`src/seq_defines.svh`:
```
`ifndef SEQ_DEFINES_SVH
`define SEQ_DEFINES_SVH
// item count and index layout
`define N_ITEMS 22
`define STEP_W 5
`define IDX_LDO0 0
`define IDX_PDDIS 10
`define IDX_RAIL0 11
`define IDX_BUCK0 13
`define IDX_RISE0 17
`define IDX_FALL0 19
`define IDX_WAIT 21
`define N_SUPPLY 16
`define IDX_CORE_LDO 0
// timing
`define CLK_MHZ 50
`define DOMAIN_GAP_US 32
`define DOMAIN_GAP_CYC (`DOMAIN_GAP_US * `CLK_MHZ)
`define STEP_DELAY_DEF_US 1285
`define STEP_DELAY_MIN_US 32
`define STEP_DELAY_MAX_MS 816
`define STEP_CODE_DEF 4'h6
`define WAIT_TIMEOUT_MS 500
`define WAIT_TIMEOUT_CYC (`WAIT_TIMEOUT_MS * 1000 * `CLK_MHZ)
`define CNT_W 26
`endif

```
`src/seq_pkg.sv`:
```
package seq_pkg;
  // pointer set bounding the three domains
  typedef struct packed {
    logic [4:0] base_end;
    logic [4:0] oper_end;
    logic [4:0] final_count;
    logic [4:0] partial_down_pointer;
  } seq_ptrs_t;
  // step 0 configuration and options
  typedef struct packed {
    logic default_supply_bit;
    logic otp_reload_enable;
    logic ready_enable;
    logic force_base_down;
    logic reset_assert_config;
    logic sub_done_resets;
    logic wait_timeout_enable;
    logic watchdog_enable;
  } seq_cfg_t;
  // host requests
  typedef struct packed {
    logic base_domain_enable;
    logic operating_domain_enable;
    logic sub_operating_enable;
    logic deep_low_power_bit;
    logic shutdown;
  } seq_req_t;
  // domain and status outputs
  typedef struct packed {
    logic base_up_indicator;
    logic operating_up_indicator;
    logic sub_operating_up_indicator;
    logic ready;
    logic external_wake_output;
    logic reset_output_low;
    logic active_mode;
    logic wait_failure;
  } seq_stat_t;
  typedef enum logic [3:0] {
    ST_IDLE, ST_STEP0, ST_GAP, ST_UP, ST_DOWN, ST_HOLD, ST_WAITIN, ST_WDOG, ST_SHUT
  } seq_state_t;
endpackage

```
`src/seq_step_timer.sv`:
```
`timescale 1ns/100ps
`include "seq_defines.svh"
// loadable down counter, pulses done once when count reaches one
module seq_step_timer (
  input wire logic clk_sys,
  input wire logic rst,
  input wire logic load,
  input wire logic [`CNT_W-1:0] count,
  output logic done
);
  logic [`CNT_W-1:0] cnt_r;
  logic run_r;
  // load wins over the running count
  always_ff @(posedge clk_sys or posedge rst) begin
    if (rst) begin
      cnt_r <= '0;
      run_r <= 1'b0;
      done <= 1'b0;
    end else if (load) begin
      cnt_r <= count;
      run_r <= 1'b1;
      done <= 1'b0;
    end else begin
      done <= run_r && (cnt_r <= `CNT_W'h1);
      if (run_r && cnt_r > `CNT_W'h1) begin
        cnt_r <= cnt_r - `CNT_W'h1;
      end else begin
        run_r <= 1'b0;
      end
    end
  end
endmodule

```
`src/power_domain_sequencer.sv`:
```
`timescale 1ns/100ps
`include "seq_defines.svh"
module power_domain_sequencer (
  input wire logic clk_sys,
  input wire logic rst,
  input wire seq_pkg::seq_ptrs_t ptrs,
  input wire seq_pkg::seq_cfg_t cfg,
  input wire seq_pkg::seq_req_t req_pin,
  input wire logic [`N_ITEMS*`STEP_W-1:0] slot_map,
  input wire logic [`N_SUPPLY-1:0] preset_mask,
  input wire logic [`N_SUPPLY-1:0] otp_default_en,
  input wire logic [3:0] step_delay_field,
  input wire logic [3:0] dummy_step_delay,
  input wire logic wait_input_ten,
  input wire logic host_alive,
  input wire logic [15:0] reset_timer_cycles,
  output seq_pkg::seq_stat_t stat,
  output logic [`N_SUPPLY-1:0] supply_en,
  output logic [`N_SUPPLY-1:0] supply_preset,
  output logic powerdown_feature_disable,
  output logic feedback_pin_two,
  output logic sequence_done_irq,
  output logic otp_reload,
  output logic [`STEP_W-1:0] step_count
);
  import seq_pkg::*;

  ////////////////////////////////////////////////////////////////////////////
  // pin synchronisers, first stage only feeds the second
  logic [5:0] sync1_r, sync2_r;
  always_ff @(posedge clk_sys or posedge rst) begin
    if (rst) begin
      sync1_r <= '0;
      sync2_r <= '0;
    end else begin
      sync1_r <= {req_pin, wait_input_ten};
      sync2_r <= sync1_r;
    end
  end
  seq_req_t req;
  logic wait_in;
  assign req = sync2_r[5:1];
  assign wait_in = sync2_r[0];

  ////////////////////////////////////////////////////////////////////////////
  // delay code to cycles: 32 us doubling, code 6 fixed at 1285 us, clamped to the maximum
  function automatic logic [`CNT_W-1:0] code_cycles(input logic [3:0] code);
    logic [31:0] us;
    us = 32'(`STEP_DELAY_MIN_US) << code;
    if (code == `STEP_CODE_DEF) us = 32'(`STEP_DELAY_DEF_US);
    if (us > 32'(`STEP_DELAY_MAX_MS * 1000)) us = 32'(`STEP_DELAY_MAX_MS * 1000);
    code_cycles = `CNT_W'(us * 32'(`CLK_MHZ));
  endfunction

  seq_state_t state_r;
  logic [`STEP_W-1:0] step_r, target_r;
  logic dir_up_r;
  logic [3:0] step_code_r, dummy_code_r;
  logic timer_load;
  logic [`CNT_W-1:0] timer_count;
  logic timer_done;
  logic [`CNT_W-1:0] wait_cnt_r;
  logic [15:0] rst_cnt_r;
  logic rst_timer_run_r;
  logic gap_after_r;

  seq_step_timer u_timer (
    .clk_sys(clk_sys),
    .rst(rst),
    .load(timer_load),
    .count(timer_count),
    .done(timer_done)
  );

  ////////////////////////////////////////////////////////////////////////////
  // slot compare: which items act in the current step
  logic [`N_ITEMS-1:0] hit; // one compare per item
  logic any_hit;
  always_comb begin
    for (int i = 0; i < `N_ITEMS; i++) begin
      // zero slot or at/after final count is never sequenced
      hit[i] = (slot_map[i*`STEP_W +: `STEP_W] == step_r) && (step_r != '0) &&
               (slot_map[i*`STEP_W +: `STEP_W] < ptrs.final_count);
    end
    any_hit = |hit;
  end

  // domain borders, not read by the gap or indicator logic
  logic at_border;
  assign at_border = (step_r == ptrs.base_end) || (step_r == ptrs.oper_end) ||
                     (step_r == '0);

  // preset presence per domain
  logic [2:0] dom_preset;
  always_comb begin
    dom_preset = '0;
    for (int i = 0; i < `N_SUPPLY; i++) begin
      logic [`STEP_W-1:0] s;
      s = slot_map[(i < 10 ? i : i + 1)*`STEP_W +: `STEP_W];
      if (preset_mask[i] && s != '0) begin
        if (s <= ptrs.base_end) dom_preset[0] = 1'b1;
        else if (s <= ptrs.oper_end) dom_preset[1] = 1'b1;
        else dom_preset[2] = 1'b1;
      end
    end
  end

  // delay for the next step: empty slot uses dummy delay
  always_comb begin
    // load lands one cycle after the state change, so state_r already names the wait
    if (state_r == ST_GAP) timer_count = `CNT_W'(`DOMAIN_GAP_CYC);
    else timer_count = any_hit ? code_cycles(step_code_r) : code_cycles(dummy_code_r);
  end

  ////////////////////////////////////////////////////////////////////////////
  // main state machine
  always_ff @(posedge clk_sys or posedge rst) begin
    if (rst) begin
      state_r <= ST_IDLE;
      step_r <= '0;
      target_r <= '0;
      dir_up_r <= 1'b1;
      timer_load <= 1'b0;
      gap_after_r <= 1'b0;
      wait_cnt_r <= '0;
    end else begin
      timer_load <= 1'b0;
      unique case (state_r)
        ST_IDLE: begin
          if (req.base_domain_enable) begin
            state_r <= ST_STEP0;
            dir_up_r <= 1'b1;
          end
        end
        ST_STEP0: begin
          // one cycle of step 0 configuration, then domain entry gap
          target_r <= ptrs.base_end;
          state_r <= ST_GAP;
          timer_load <= 1'b1;
          gap_after_r <= 1'b0;
        end
        ST_GAP: begin
          if (timer_done) begin
            if (gap_after_r) begin
              // operating domain up: enter ST_WDOG, which takes requests as ST_HOLD does; host alive sets active mode and clears the external wake output
              state_r <= (dir_up_r && step_r == ptrs.oper_end) ? ST_WDOG : ST_HOLD;
            end else begin
              state_r <= dir_up_r ? ST_UP : ST_DOWN;
              if (dir_up_r) step_r <= step_r + `STEP_W'h1;
              timer_load <= 1'b1;
            end
          end
        end
        ST_UP: begin
          if (timer_done) begin
            if (hit[`IDX_WAIT] && !wait_in) begin
              state_r <= ST_WAITIN;
              wait_cnt_r <= '0;
            end else if (step_r == target_r) begin
              state_r <= ST_GAP;
              gap_after_r <= 1'b1;
              timer_load <= 1'b1;
            end else begin
              step_r <= step_r + `STEP_W'h1;
              timer_load <= 1'b1;
            end
          end
        end
        ST_WAITIN: begin
          wait_cnt_r <= wait_cnt_r + `CNT_W'h1;
          if (wait_in) begin
            state_r <= ST_UP;
            timer_load <= 1'b1;
          end else if (cfg.wait_timeout_enable &&
                       wait_cnt_r >= `CNT_W'(`WAIT_TIMEOUT_CYC - 1)) begin
            state_r <= ST_SHUT;
            target_r <= '0;
            dir_up_r <= 1'b0;
          end
        end
        ST_DOWN: begin
          if (timer_done) begin
            // the target step belongs to the domain that stays up
            step_r <= step_r - `STEP_W'h1;
            timer_load <= 1'b1;
            if (step_r - `STEP_W'h1 == target_r) begin
              state_r <= ST_GAP;
              gap_after_r <= 1'b1;
            end
          end
        end
        ST_SHUT: begin
          state_r <= ST_GAP;
          gap_after_r <= 1'b0;
          timer_load <= 1'b1;
        end
        ST_WDOG, ST_HOLD: begin
          // choose next transition from the held requests
          dir_up_r <= 1'b1;
          if (req.shutdown || !req.base_domain_enable) begin
            if (step_r != '0) begin
              target_r <= '0;
              dir_up_r <= 1'b0;
              state_r <= ST_SHUT;
            end else begin
              state_r <= ST_IDLE;
            end
          end else if (req.deep_low_power_bit && step_r > ptrs.partial_down_pointer) begin
            target_r <= ptrs.partial_down_pointer;
            dir_up_r <= 1'b0;
            state_r <= ST_SHUT;
          end else if (!req.operating_domain_enable && step_r > ptrs.base_end) begin
            target_r <= ptrs.base_end;
            dir_up_r <= 1'b0;
            state_r <= ST_SHUT;
          end else if (!req.sub_operating_enable && step_r > ptrs.oper_end) begin
            target_r <= ptrs.oper_end;
            dir_up_r <= 1'b0;
            state_r <= ST_SHUT;
          end else if (!req.deep_low_power_bit && step_r < ptrs.base_end) begin
            target_r <= ptrs.base_end;
            state_r <= ST_GAP;
            gap_after_r <= 1'b0;
            timer_load <= 1'b1;
          end else if (req.operating_domain_enable && step_r == ptrs.base_end) begin
            target_r <= ptrs.oper_end;
            state_r <= ST_GAP;
            gap_after_r <= 1'b0;
            timer_load <= 1'b1;
          end else if (req.sub_operating_enable && req.operating_domain_enable &&
                       step_r == ptrs.oper_end) begin
            target_r <= ptrs.final_count;
            state_r <= ST_GAP;
            gap_after_r <= 1'b0;
            timer_load <= 1'b1;
          end
        end
        default: state_r <= ST_IDLE;
      endcase
    end
  end

  ////////////////////////////////////////////////////////////////////////////
  // supply switching; all same-slot items act together
  always_ff @(posedge clk_sys or posedge rst) begin
    if (rst) begin
      supply_en <= '0;
      supply_preset <= '0;
      powerdown_feature_disable <= 1'b0;
      feedback_pin_two <= 1'b0;
    end else if (state_r == ST_STEP0 && cfg.default_supply_bit) begin
      for (int i = 0; i < `N_SUPPLY; i++) begin
        if (i != `IDX_CORE_LDO) supply_en[i] <= otp_default_en[i];
      end
    end else if ((state_r == ST_UP || state_r == ST_DOWN) && timer_done) begin
      for (int i = 0; i < `N_SUPPLY; i++) begin
        if (hit[i < 10 ? i : i + 1]) begin
          if (state_r == ST_UP) begin
            supply_en[i] <= 1'b1;
            supply_preset[i] <= 1'b0;
          end else if (preset_mask[i]) begin
            supply_preset[i] <= 1'b1;
          end else begin
            supply_en[i] <= 1'b0;
          end
        end
      end
      if (hit[`IDX_PDDIS]) powerdown_feature_disable <= (state_r == ST_DOWN);
      if (hit[`IDX_RISE0] || hit[`IDX_RISE0+1]) feedback_pin_two <= (state_r == ST_UP);
      if (hit[`IDX_FALL0] || hit[`IDX_FALL0+1]) feedback_pin_two <= (state_r == ST_DOWN);
    end
  end

  ////////////////////////////////////////////////////////////////////////////
  // delay codes reloaded in step 0, before each base power-up from idle
  always_ff @(posedge clk_sys or posedge rst) begin
    if (rst) begin
      step_code_r <= `STEP_CODE_DEF;
      dummy_code_r <= `STEP_CODE_DEF;
      otp_reload <= 1'b0;
    end else begin
      otp_reload <= (state_r == ST_STEP0) && cfg.otp_reload_enable;
      if (state_r == ST_STEP0) begin
        step_code_r <= step_delay_field;
        dummy_code_r <= dummy_step_delay;
      end
    end
  end

  ////////////////////////////////////////////////////////////////////////////
  // indicators, ready, irq, wake, reset output
  logic done_evt;
  assign done_evt = (state_r == ST_GAP) && timer_done && gap_after_r;
  always_ff @(posedge clk_sys or posedge rst) begin
    if (rst) begin
      stat <= '0;
      sequence_done_irq <= 1'b0;
      rst_cnt_r <= '0;
      rst_timer_run_r <= 1'b0;
    end else begin
      sequence_done_irq <= done_evt;
      stat.ready <= cfg.ready_enable && (state_r == ST_UP || state_r == ST_DOWN ||
                    state_r == ST_GAP && !gap_after_r);
      if (done_evt && dir_up_r) begin
        if (step_r == ptrs.base_end) stat.base_up_indicator <= 1'b1;
        if (step_r == ptrs.oper_end) stat.operating_up_indicator <= 1'b1;
        if (step_r == ptrs.final_count) begin
          stat.sub_operating_up_indicator <= 1'b1;
          if (cfg.sub_done_resets) rst_timer_run_r <= 1'b1;
        end
        if (step_r == ptrs.base_end && !cfg.sub_done_resets) rst_timer_run_r <= 1'b1;
      end
      // drop indicator before first supply of a domain without preset supply goes down; force_base_down drops base anyway
      if (state_r == ST_DOWN) begin
        if (step_r > ptrs.oper_end && !dom_preset[2]) stat.sub_operating_up_indicator <= 1'b0;
        if (step_r > ptrs.base_end && step_r <= ptrs.oper_end && !dom_preset[1])
          stat.operating_up_indicator <= 1'b0;
        if (step_r <= ptrs.base_end && (!dom_preset[0] || cfg.force_base_down))
          stat.base_up_indicator <= 1'b0;
      end
      if (state_r == ST_WDOG && host_alive) begin
        stat.active_mode <= 1'b1;
        stat.external_wake_output <= 1'b0;
      end
      if (state_r == ST_STEP0) stat.external_wake_output <= 1'b1;
      if (state_r == ST_WAITIN && cfg.wait_timeout_enable &&
          wait_cnt_r >= `CNT_W'(`WAIT_TIMEOUT_CYC - 1)) stat.wait_failure <= 1'b1;
      if (state_r == ST_SHUT) stat.active_mode <= 1'b0;
      // reset output asserted at end of power-down, timed release on power-up
      if (done_evt && !dir_up_r && cfg.reset_assert_config) begin
        stat.reset_output_low <= 1'b1;
        rst_timer_run_r <= 1'b0;
      end
      if (rst_timer_run_r) begin
        rst_cnt_r <= rst_cnt_r + 16'h1;
        if (rst_cnt_r >= reset_timer_cycles) begin
          stat.reset_output_low <= 1'b0;
          rst_timer_run_r <= 1'b0;
          rst_cnt_r <= '0;
        end
      end
    end
  end

  always_ff @(posedge clk_sys or posedge rst) begin
    if (rst) step_count <= '0;
    else step_count <= step_r;
  end

  ////////////////////////////////////////////////////////////////////////////
  // checks
  property p_irq_after_done;
    @(posedge clk_sys) disable iff (rst) done_evt |=> sequence_done_irq;
  endproperty
  a_irq_after_done: assert property (p_irq_after_done) else $error("irq missing");
  property p_step_bound;
    @(posedge clk_sys) disable iff (rst) state_r == ST_UP |-> step_r <= target_r;
  endproperty
  a_step_bound: assert property (p_step_bound) else $error("step past target");
  property p_down_not_up;
    @(posedge clk_sys) disable iff (rst) state_r == ST_DOWN |-> !dir_up_r;
  endproperty
  a_down_not_up: assert property (p_down_not_up) else $error("direction wrong");
  property p_core_kept;
    @(posedge clk_sys) disable iff (rst)
      state_r == ST_STEP0 |=> supply_en[0] == $past(supply_en[0]);
  endproperty
  a_core_kept: assert property (p_core_kept) else $error("core ldo changed");
  property p_step_one;
    @(posedge clk_sys) disable iff (rst)
      $rose(state_r == ST_UP) && $past(step_r) == '0 |-> step_r == `STEP_W'h1;
  endproperty
  a_step_one: assert property (p_step_one) else $error("base not at step 1");
  property p_reload;
    @(posedge clk_sys) disable iff (rst)
      state_r == ST_STEP0 && cfg.otp_reload_enable |=> otp_reload;
  endproperty
  a_reload: assert property (p_reload) else $error("no reload");
  property p_codes;
    @(posedge clk_sys) disable iff (rst)
      state_r == ST_STEP0 |=> step_code_r == $past(step_delay_field);
  endproperty
  a_codes: assert property (p_codes) else $error("step code not loaded");
  property p_wait_hold;
    @(posedge clk_sys) disable iff (rst)
      state_r == ST_WAITIN && !wait_in && !cfg.wait_timeout_enable |=> state_r == ST_WAITIN;
  endproperty
  a_wait_hold: assert property (p_wait_hold) else $error("wait left early");
endmodule

```
`config.mk`:
```
export PLATFORM = sky130hd
export DESIGN_NAME = power_domain_sequencer
export DESIGN_NICKNAME = d
export VERILOG_FILES = /design/src/seq_pkg.sv /design/src/seq_step_timer.sv /design/src/power_domain_sequencer.sv
export VERILOG_INCLUDE_DIRS = /design/src /design/src/src
export SDC_FILE = /design/constraint.sdc
export NUM_CORES = 1
export LEC_CHECK = 0
export BUFFER_PORTS_ARGS = -buffer_cell sky130_fd_sc_hd__buf_2
export CAP_MARGIN = 15
export CORE_MARGIN = 5
export CORE_UTILIZATION = 50
export CTS_CLUSTER_DIAMETER = 30
export DETAILED_ROUTE_END_ITERATION = 6
export PLACE_DENSITY = 0.8
export SLEW_MARGIN = 10
export SYNTH_ARGS = -nofsm -noshare
export SYNTH_HDL_FRONTEND = slang
export SYNTH_HIERARCHICAL = 1
export SYNTH_SLANG_ARGS = --single-unit
```
`constraint.sdc`:
```
create_clock -name clk_sys -period 6.65 [get_ports clk_sys]
set_input_delay 0.665 -clock clk_sys [delete_from_list [all_inputs] [get_ports clk_sys]]
set_output_delay 0.665 -clock clk_sys [all_outputs]
set_load 0.02 [all_outputs]
```
==> results of run 1 <==
-- registers in the layout, indices dropped and copies added, names as in the netlist, 4 cells and up --
name	cells
u_timer/cnt_r	26
wait_cnt_r	26
rst_cnt_r	16
supply_en	16
supply_preset	16
stat	8
sync1_r	6
sync2_r	6
step_count	5
step_r	5
target_r	5
dummy_code_r	4
state_r	4
step_code_r	4
-- power by group --
part / switching (mW) / internal (mW) / total (mW)
clock network: 0.456 / 0.494 / 0.949
logic: 0.376 / 0.263 / 0.639
registers: 0.00301 / 0.959 / 0.962
-- final timing paths --
| path | start | end | slack, ns | cells past startpoint |
|---|---|---|---|---|
| max | step_code_r[0] | u_timer/cnt_r[24] | 1.03 | 17 |
| min | rst | u_timer/cnt_r[2] | 0.18 | 2 |
| max in group asynchronous | rst | rst_cnt_r[3] | 5.06 | 3 |
| min reg2reg | sync1_r[0] | sync2_r[0] | 0.35 | 0 |
| max reg2reg | step_code_r[0] | u_timer/cnt_r[24] | 1.03 | 17 |
| min in group clk_sys | req_pin[4] | sync1_r[5] | 0.31 | 1 |
-- cell type report --
class                   count  area, sq um  area share, %
clock buffers              19          443           1.98
repair buffers            264         1380           6.16
inverters                 161          609           2.72
diodes                     16         40.0          0.179
clock inverters            13          106          0.475
flip-flops and latches    157         3940           17.6
multi-input cells        2022        15200           67.9
well taps                 525          657           2.93
-- cells in the final DEF (no fill, tap or decap), types with 29 or more instances in the layout --
| cell | netlist | final |
|---|---|---|
| a21oi_1 | 160 | 160 |
| xnor2_1 | 89 | 89 |
| nor2_1 | 216 | 216 |
| and3_1 | 29 | 29 |
| buf_2 | 9 | 249 |
| nand4_1 | 42 | 42 |
| inv_1 | 161 | 159 |
| o21a_1 | 44 | 44 |
| nor3_1 | 47 | 45 |
| o22ai_1 | 30 | 30 |
| nor4_1 | 32 | 32 |
| o21ai_0 | 139 | 139 |
| ha_1 | 393 | 393 |
| nor2b_1 | 49 | 49 |
| xor2_1 | 117 | 117 |
| nand2b_1 | 43 | 43 |
| nand2_1 | 145 | 145 |
| dfrtp_1 | 152 | 148 |
| a21o_1 | 29 | 29 |
| nand3_1 | 72 | 72 |
-- cell families after synthesis --
| group | Yosys count | share of synthesized area, % |
|---|---|---|
| other cells | 2 | 0.0373 |
| flops | 157 | 19.6 |
| mux | 35 | 1.85 |
| simple gates | 810 | 21.2 |
| xor+xnor | 206 | 8.97 |
| buf+inv | 229 | 5.08 |
| fa+ha+maj | 415 | 26.6 |
| compound gates | 544 | 16.7 |
-- worst reg2reg max path, delay by kind of cell (launching register included) --
kind                       cells  cell delay [ns]
and+or+nand+nor                5             1.43
adders and majority gates      4             1.49
AOI/OAI and AO/OA              8             2.05
DFF                            1             0.52
-- metal layers --
layer / part of all wire, % / up-vias
met1: 40 / 9230
met5: 0.11 / -
met4: 5.9 / 10
li1: - / 9134
met3: 9.6 / 238
met2: 44 / 962
-- metrics by stage --
| stage | setup WS (ns) | instance area, sq um | std cells |
|---|---|---|---|
| floorplan | 1.95 | 20200 | 2408 |
| global placement | 1.35 | 21800 | 3128 |
| detailed placement | 1.18 | 21800 | 3128 |
| CTS | 1.13 | 22300 | 3160 |
| global route | 0.783 | 22400 | 3174 |
| finish | 1.03 | 22400 | 3177 |
==> run metrics, run 1 <==
status=complete, no violations; Clock Latency Late Sink=0.46 ns; clock buffer depth=2; Die Y=211 um; most used routing layer=met2; fmax=178 MHz; pin count of the biggest net entering global routing=68; Syn Std Cell Area=0.0201 sq mm; DP HPWL=49.5 mm; final period utilization=84.6%; Yosys top cell area share=24.4%; Setup TNS=0 ns; layout cells sized above 1=13.8%; Total GRT Usage=28.1%; library cells used by synthesis=86; ys async rst share=100%; PD cells=114 mW/mm^2; final setup vio count=0; Synth Flop Type=dfrtp_1; final hold vios=0; Via Count=19574; die width=211 um; CP top delay family=compound AO/OA/AOI/OAI gates; Gate Count Post-Synth=2398; synthesized area per cell=8.39 sq um; GPL Wtd Cong=0.987; Synth top cells by count=ha_1 (393), nor2_1 (216), inv_1 (161), a21oi_1 (160), dfrtp_1 (152); register area share after synthesis=19.6%; final hold slack=0.184 ns; max-slew violations=0; Post-synth EDFFs=0; root buffer cell=clkbuf_16; CP peak stage delay=0.52 ns; Clock transition at path regs=0.07 ns; final worst path period need=5.62 ns; postcts setup bufs=0; fin nets=3241; worst slew pin tran=1.17 ns; total power=2.55 mW; htree depth=4; initial antenna violation count=19; unrepaired setup endpoints after global routing=false; Routed Antenna Nets=0; Std-Cell Rows=73; area growth from synthesis to layout=11.3%; area leader, netlist=ha_1; global-route track usage on met3=6.92%; crit path buf inv count=0; FF+latch count, synth=157; PortBufs=249; Util after Layout=56.3%; CP Max Fanout=16; DRC errors left=0; Die Area=0.0443 sq mm; normalized max-slew margin=21.8%; I/O pins=252; CTS Hold Bufs=0; crit end category=flip-flop; first-pass GRT wire length=101 mm; Num Clock Sinks=157; Critical Path AT=5.95 ns; Congestion Overflow GR=0; Slowest cell on crit path=dfrtp_1; met2 GRT Util=43.8%; Starting Density=50.6%; P_leak=11.1 nW; worst setup path category=reg2reg; drt first pass iters=7; core area=0.0397 sq mm; PostCTS Resize Cnt=0; Synth area leaders=ha_1 (24%), dfrtp_1 (19%), xor2_1 (5.1%), nor2_1 (4.0%), a21oi_1 (4.0%); Max Cap Viol=0; crit start category=flip-flop; crit path cell chain=or3_1, a21boi_0, ha_1, ha_1, fa_1, ha_1, a21oi_1, a21oi_1, a211oi_1, o21ai_0, a2111oi_0, nor3_1, and4b_1, nor4_1, a211oi_1, nor2_1, a21oi_1; synth warn=6; final WL=63.8 mm; CTS tree=done; top-count cell post-synth=ha_1; DR iter-0 viols=1783; WL/cell=20.1 um; Layout fillers=3504; worst vdd ir=0.175 mV; vias in the first global route=19280; Hold Crit Class=in2async; GR Util met1=35.8%; Clock Skew=0.00986 ns; Num CTS Buffers=17; Worst Path Required=6.98 ns; post-DR vias/cell=6.16
(Power assumes the default switching activity.)
==> run 2: changes to the inputs <==
clock period = 5.73 ns   (was 6.65 ns; I/O delays follow)
==> run 2 against run 1 <==
Net effect:
- sequential share of layout area down 0.093 points
- wire length increased by 1.2%
- sequential power increased by 16%
- critical path depth stayed put
- non-clock buffer count grew 10
- sequential cell count unchanged
- via count is essentially flat
- final cell count grew 0.28%
- register-to-register slack worse by 0.68 ns
==> run metrics, run 2 (synthesis gave the netlist of run 1 again) <==
Critical Path AT=5.71 ns (was 5.95 ns); met2 routed WL=28.8 mm (was 28.1 mm); total power=3.01 mW (was 2.55 mW); DP HPWL=50.3 mm (was 49.5 mm); CTS tree=done (unchanged); Reg2Reg Depth=17 (unchanged); Routed Antenna Nets=0 (unchanged); Congestion Overflow GR=0 (unchanged); top layer in use=met5 (unchanged); Hold Crit Class=in2async (unchanged); pin count of the biggest net entering global routing=71 (was 68); FF-to-FF Start=step_code_r[0] (unchanged); final hold slack=0.0531 ns (was 0.184 ns); Max Cap Viol=0 (unchanged); status=complete, no violations (unchanged); Num Clock Sinks=157 (unchanged); fin nets=3251 (was 3241); DR iter-0 viols=1623 (was 1783); most common cell after layout, fill and taps aside=ha_1 (unchanged); layout cells sized above 1=14.2% (was 13.8%); PortBufs=249 (unchanged); final WL=64.6 mm (was 63.8 mm); crit end category=flip-flop (unchanged); root buffer cell=clkbuf_16 (unchanged); area growth from synthesis to layout=11.9% (was 11.3%); CP top delay family=compound AO/OA/AOI/OAI gates (unchanged); crit path cell chain=or3_1, a21boi_1, ha_1, ha_1, fa_1, ha_1, a21oi_1, a21oi_1, a211oi_2, o21ai_0, a2111oi_0, nor3_1, and4b_1, nor4_1, a211oi_1, nor2_1, a21oi_1 (was or3_1, a21boi_0, ha_1, ha_1, fa_1, ha_1, a21oi_1, a21oi_1, a211oi_1, o21ai_0, a2111oi_0, nor3_1, and4b_1, nor4_1, a211oi_1, nor2_1, a21oi_1); P_leak=11.2 nW (was 11.1 nW); M1 WL=26.1 mm (was 25.7 mm); first-pass GRT wire length=102 mm (was 101 mm); most frequent cells in the layout=ha_1 (393), buf_2 (249), nor2_1 (216) (unchanged); unrepaired setup endpoints after global routing=false (unchanged); I/O pins=252 (unchanged); Setup TNS=0 ns (unchanged); initial antenna violation count=16 (was 19); max-slew violations=0 (unchanged); Clock Latency Late Sink=0.48 ns (was 0.46 ns); Die Y=211 um (unchanged); worst vdd ir=0.245 mV (was 0.175 mV); Via Count=19569 (was 19574); Reg2Reg Setup Slack=0.35 ns (was 1.03 ns); postcts setup bufs=0 (unchanged); final period utilization=93.9% (was 84.6%); core area=0.0397 sq mm (unchanged); top flop regs=u_timer/cnt_r (26), wait_cnt_r (26) (unchanged); crit start category=flip-flop (unchanged); Std-Cell Rows=73 (unchanged); WL/cell=20.3 um (was 20.1 um); Met3 Routed Length=6.05 mm (was 6.15 mm); CP Max Fanout=16 (unchanged); vias in the first global route=19646 (was 19280); post-DR vias/cell=6.14 (was 6.16); Util after Layout=56.6% (was 56.3%); Worst Path Required=6.06 ns (was 6.98 ns); Clock Skew=0.0200 ns (was 0.00986 ns); normalized max-slew margin=25.5% (was 21.8%); Starting Density=50.6% (unchanged); Die Area=0.0443 sq mm (unchanged); Total GRT Usage=28.5% (was 28.1%); die width=211 um (unchanged); worst setup path category=reg2reg (unchanged); worst slew pin tran=1.11 ns (was 1.17 ns); final worst path period need=5.38 ns (was 5.62 ns); crit path buf inv count=0 (unchanged); CP peak stage delay=0.53 ns (was 0.52 ns); DRC errors left=0 (unchanged); end of the worst register-to-register path=u_timer/cnt_r[24] (unchanged); final setup vio count=0 (unchanged); Num CTS Buffers=17 (unchanged); PD cells=134 mW/mm^2 (was 114 mW/mm^2); Slowest cell on crit path=dfrtp_1 (unchanged); Clock transition at path regs=0.07 ns (about the same); GPL Wtd Cong=0.977 (was 0.987); drt first pass iters=6 (was 7); clock buffer depth=2 (unchanged); htree depth=4 (unchanged); final hold vios=0 (unchanged); fmax=186 MHz (was 178 MHz)
-- run 2: cell count changes in the layout (fill, tap and decap cells not counted), moves of 2 or more --
cell	change
buf_4	+10
clkinv_4	-2
inv_8	+5
clkinv_8	+3
clkinvlp_4	-2
-- run 2: metrics by stage --
| stage | setup WS (ns) | instance area [sq um] | cells |
|---|---|---|---|
| after CTS | 0.155 | 22400 | 3170 |
| after global placement | 0.491 | 21800 | 3138 |
| after detailed placement | 0.212 | 21800 | 3138 |
| after floorplan | 1.03 | 20200 | 2408 |
| after global routing | 0.0158 | 22500 | 3181 |
| final | 0.347 | 22500 | 3186 |
-- run 2: how the worst max path moves through the flow --
stage                         from                 to  slack (ns)  cells after the start
finish              step_code_r[0]  u_timer/cnt_r[24]        0.35                     17
global route        step_code_r[0]  u_timer/cnt_r[24]        0.02                     17
CTS                 step_code_r[0]  u_timer/cnt_r[24]        0.16                     17
detailed placement  step_code_r[0]  u_timer/cnt_r[24]        0.21                     17
global placement    step_code_r[0]  u_timer/cnt_r[24]        0.49                     17
floorplan           step_code_r[1]  u_timer/cnt_r[24]        1.03                     18
-- run 2: cell type report --
type / instances / area, sq um
sequential: 157 / 3940
antenna: 15 / 37.5
fill: 3565 / 17200
clock inverter: 15 / 165
inverter: 161 / 609
timing repair buffer: 274 / 1450
multi-input combinational: 2022 / 15200
tap: 525 / 657
clock buffer: 17 / 425
-- run 2: worst reg2reg max path, cell delays in order (launching register included) --
cell       delay (ns)
dfrtp_1          0.53
or3_1            0.43
a21boi_1         0.32
ha_1             0.30
ha_1             0.32
fa_1             0.48
ha_1             0.39
a21oi_1          0.31
a21oi_1          0.14
a211oi_2         0.31
o21ai_0          0.18
a2111oi_0        0.50
nor3_1           0.18
and4b_1          0.22
nor4_1           0.37
a211oi_1         0.09
nor2_1           0.13
a21oi_1          0.06
-- run 2: layer usage --
| layer | GRT usage, % | up-vias |
|---|---|---|
| met5 | 0 | - |
| met4 | 14.7 | 10 |
| met3 | 7.55 | 212 |
| met2 | 45.6 | 852 |
| met1 | 35.4 | 9357 |
| li1 | - | 9138 |
-- run 2: where the power goes --
group / total, mW / internal (mW) / leakage, nW / switching [mW]
combinational: 0.748 / 0.308 / 8.99 / 0.439
sequential: 1.12 / 1.11 / 1.90 / 0.00381
clock: 1.14 / 0.584 / 0.287 / 0.557
-- run 2: what timing repair did --
item | CTS | global route
resized for setup | 0 | 2
endpoints found under the setup margin | 0 | 1
hold endpoints to repair | 0 | 0
hold buffers | 0 | 0
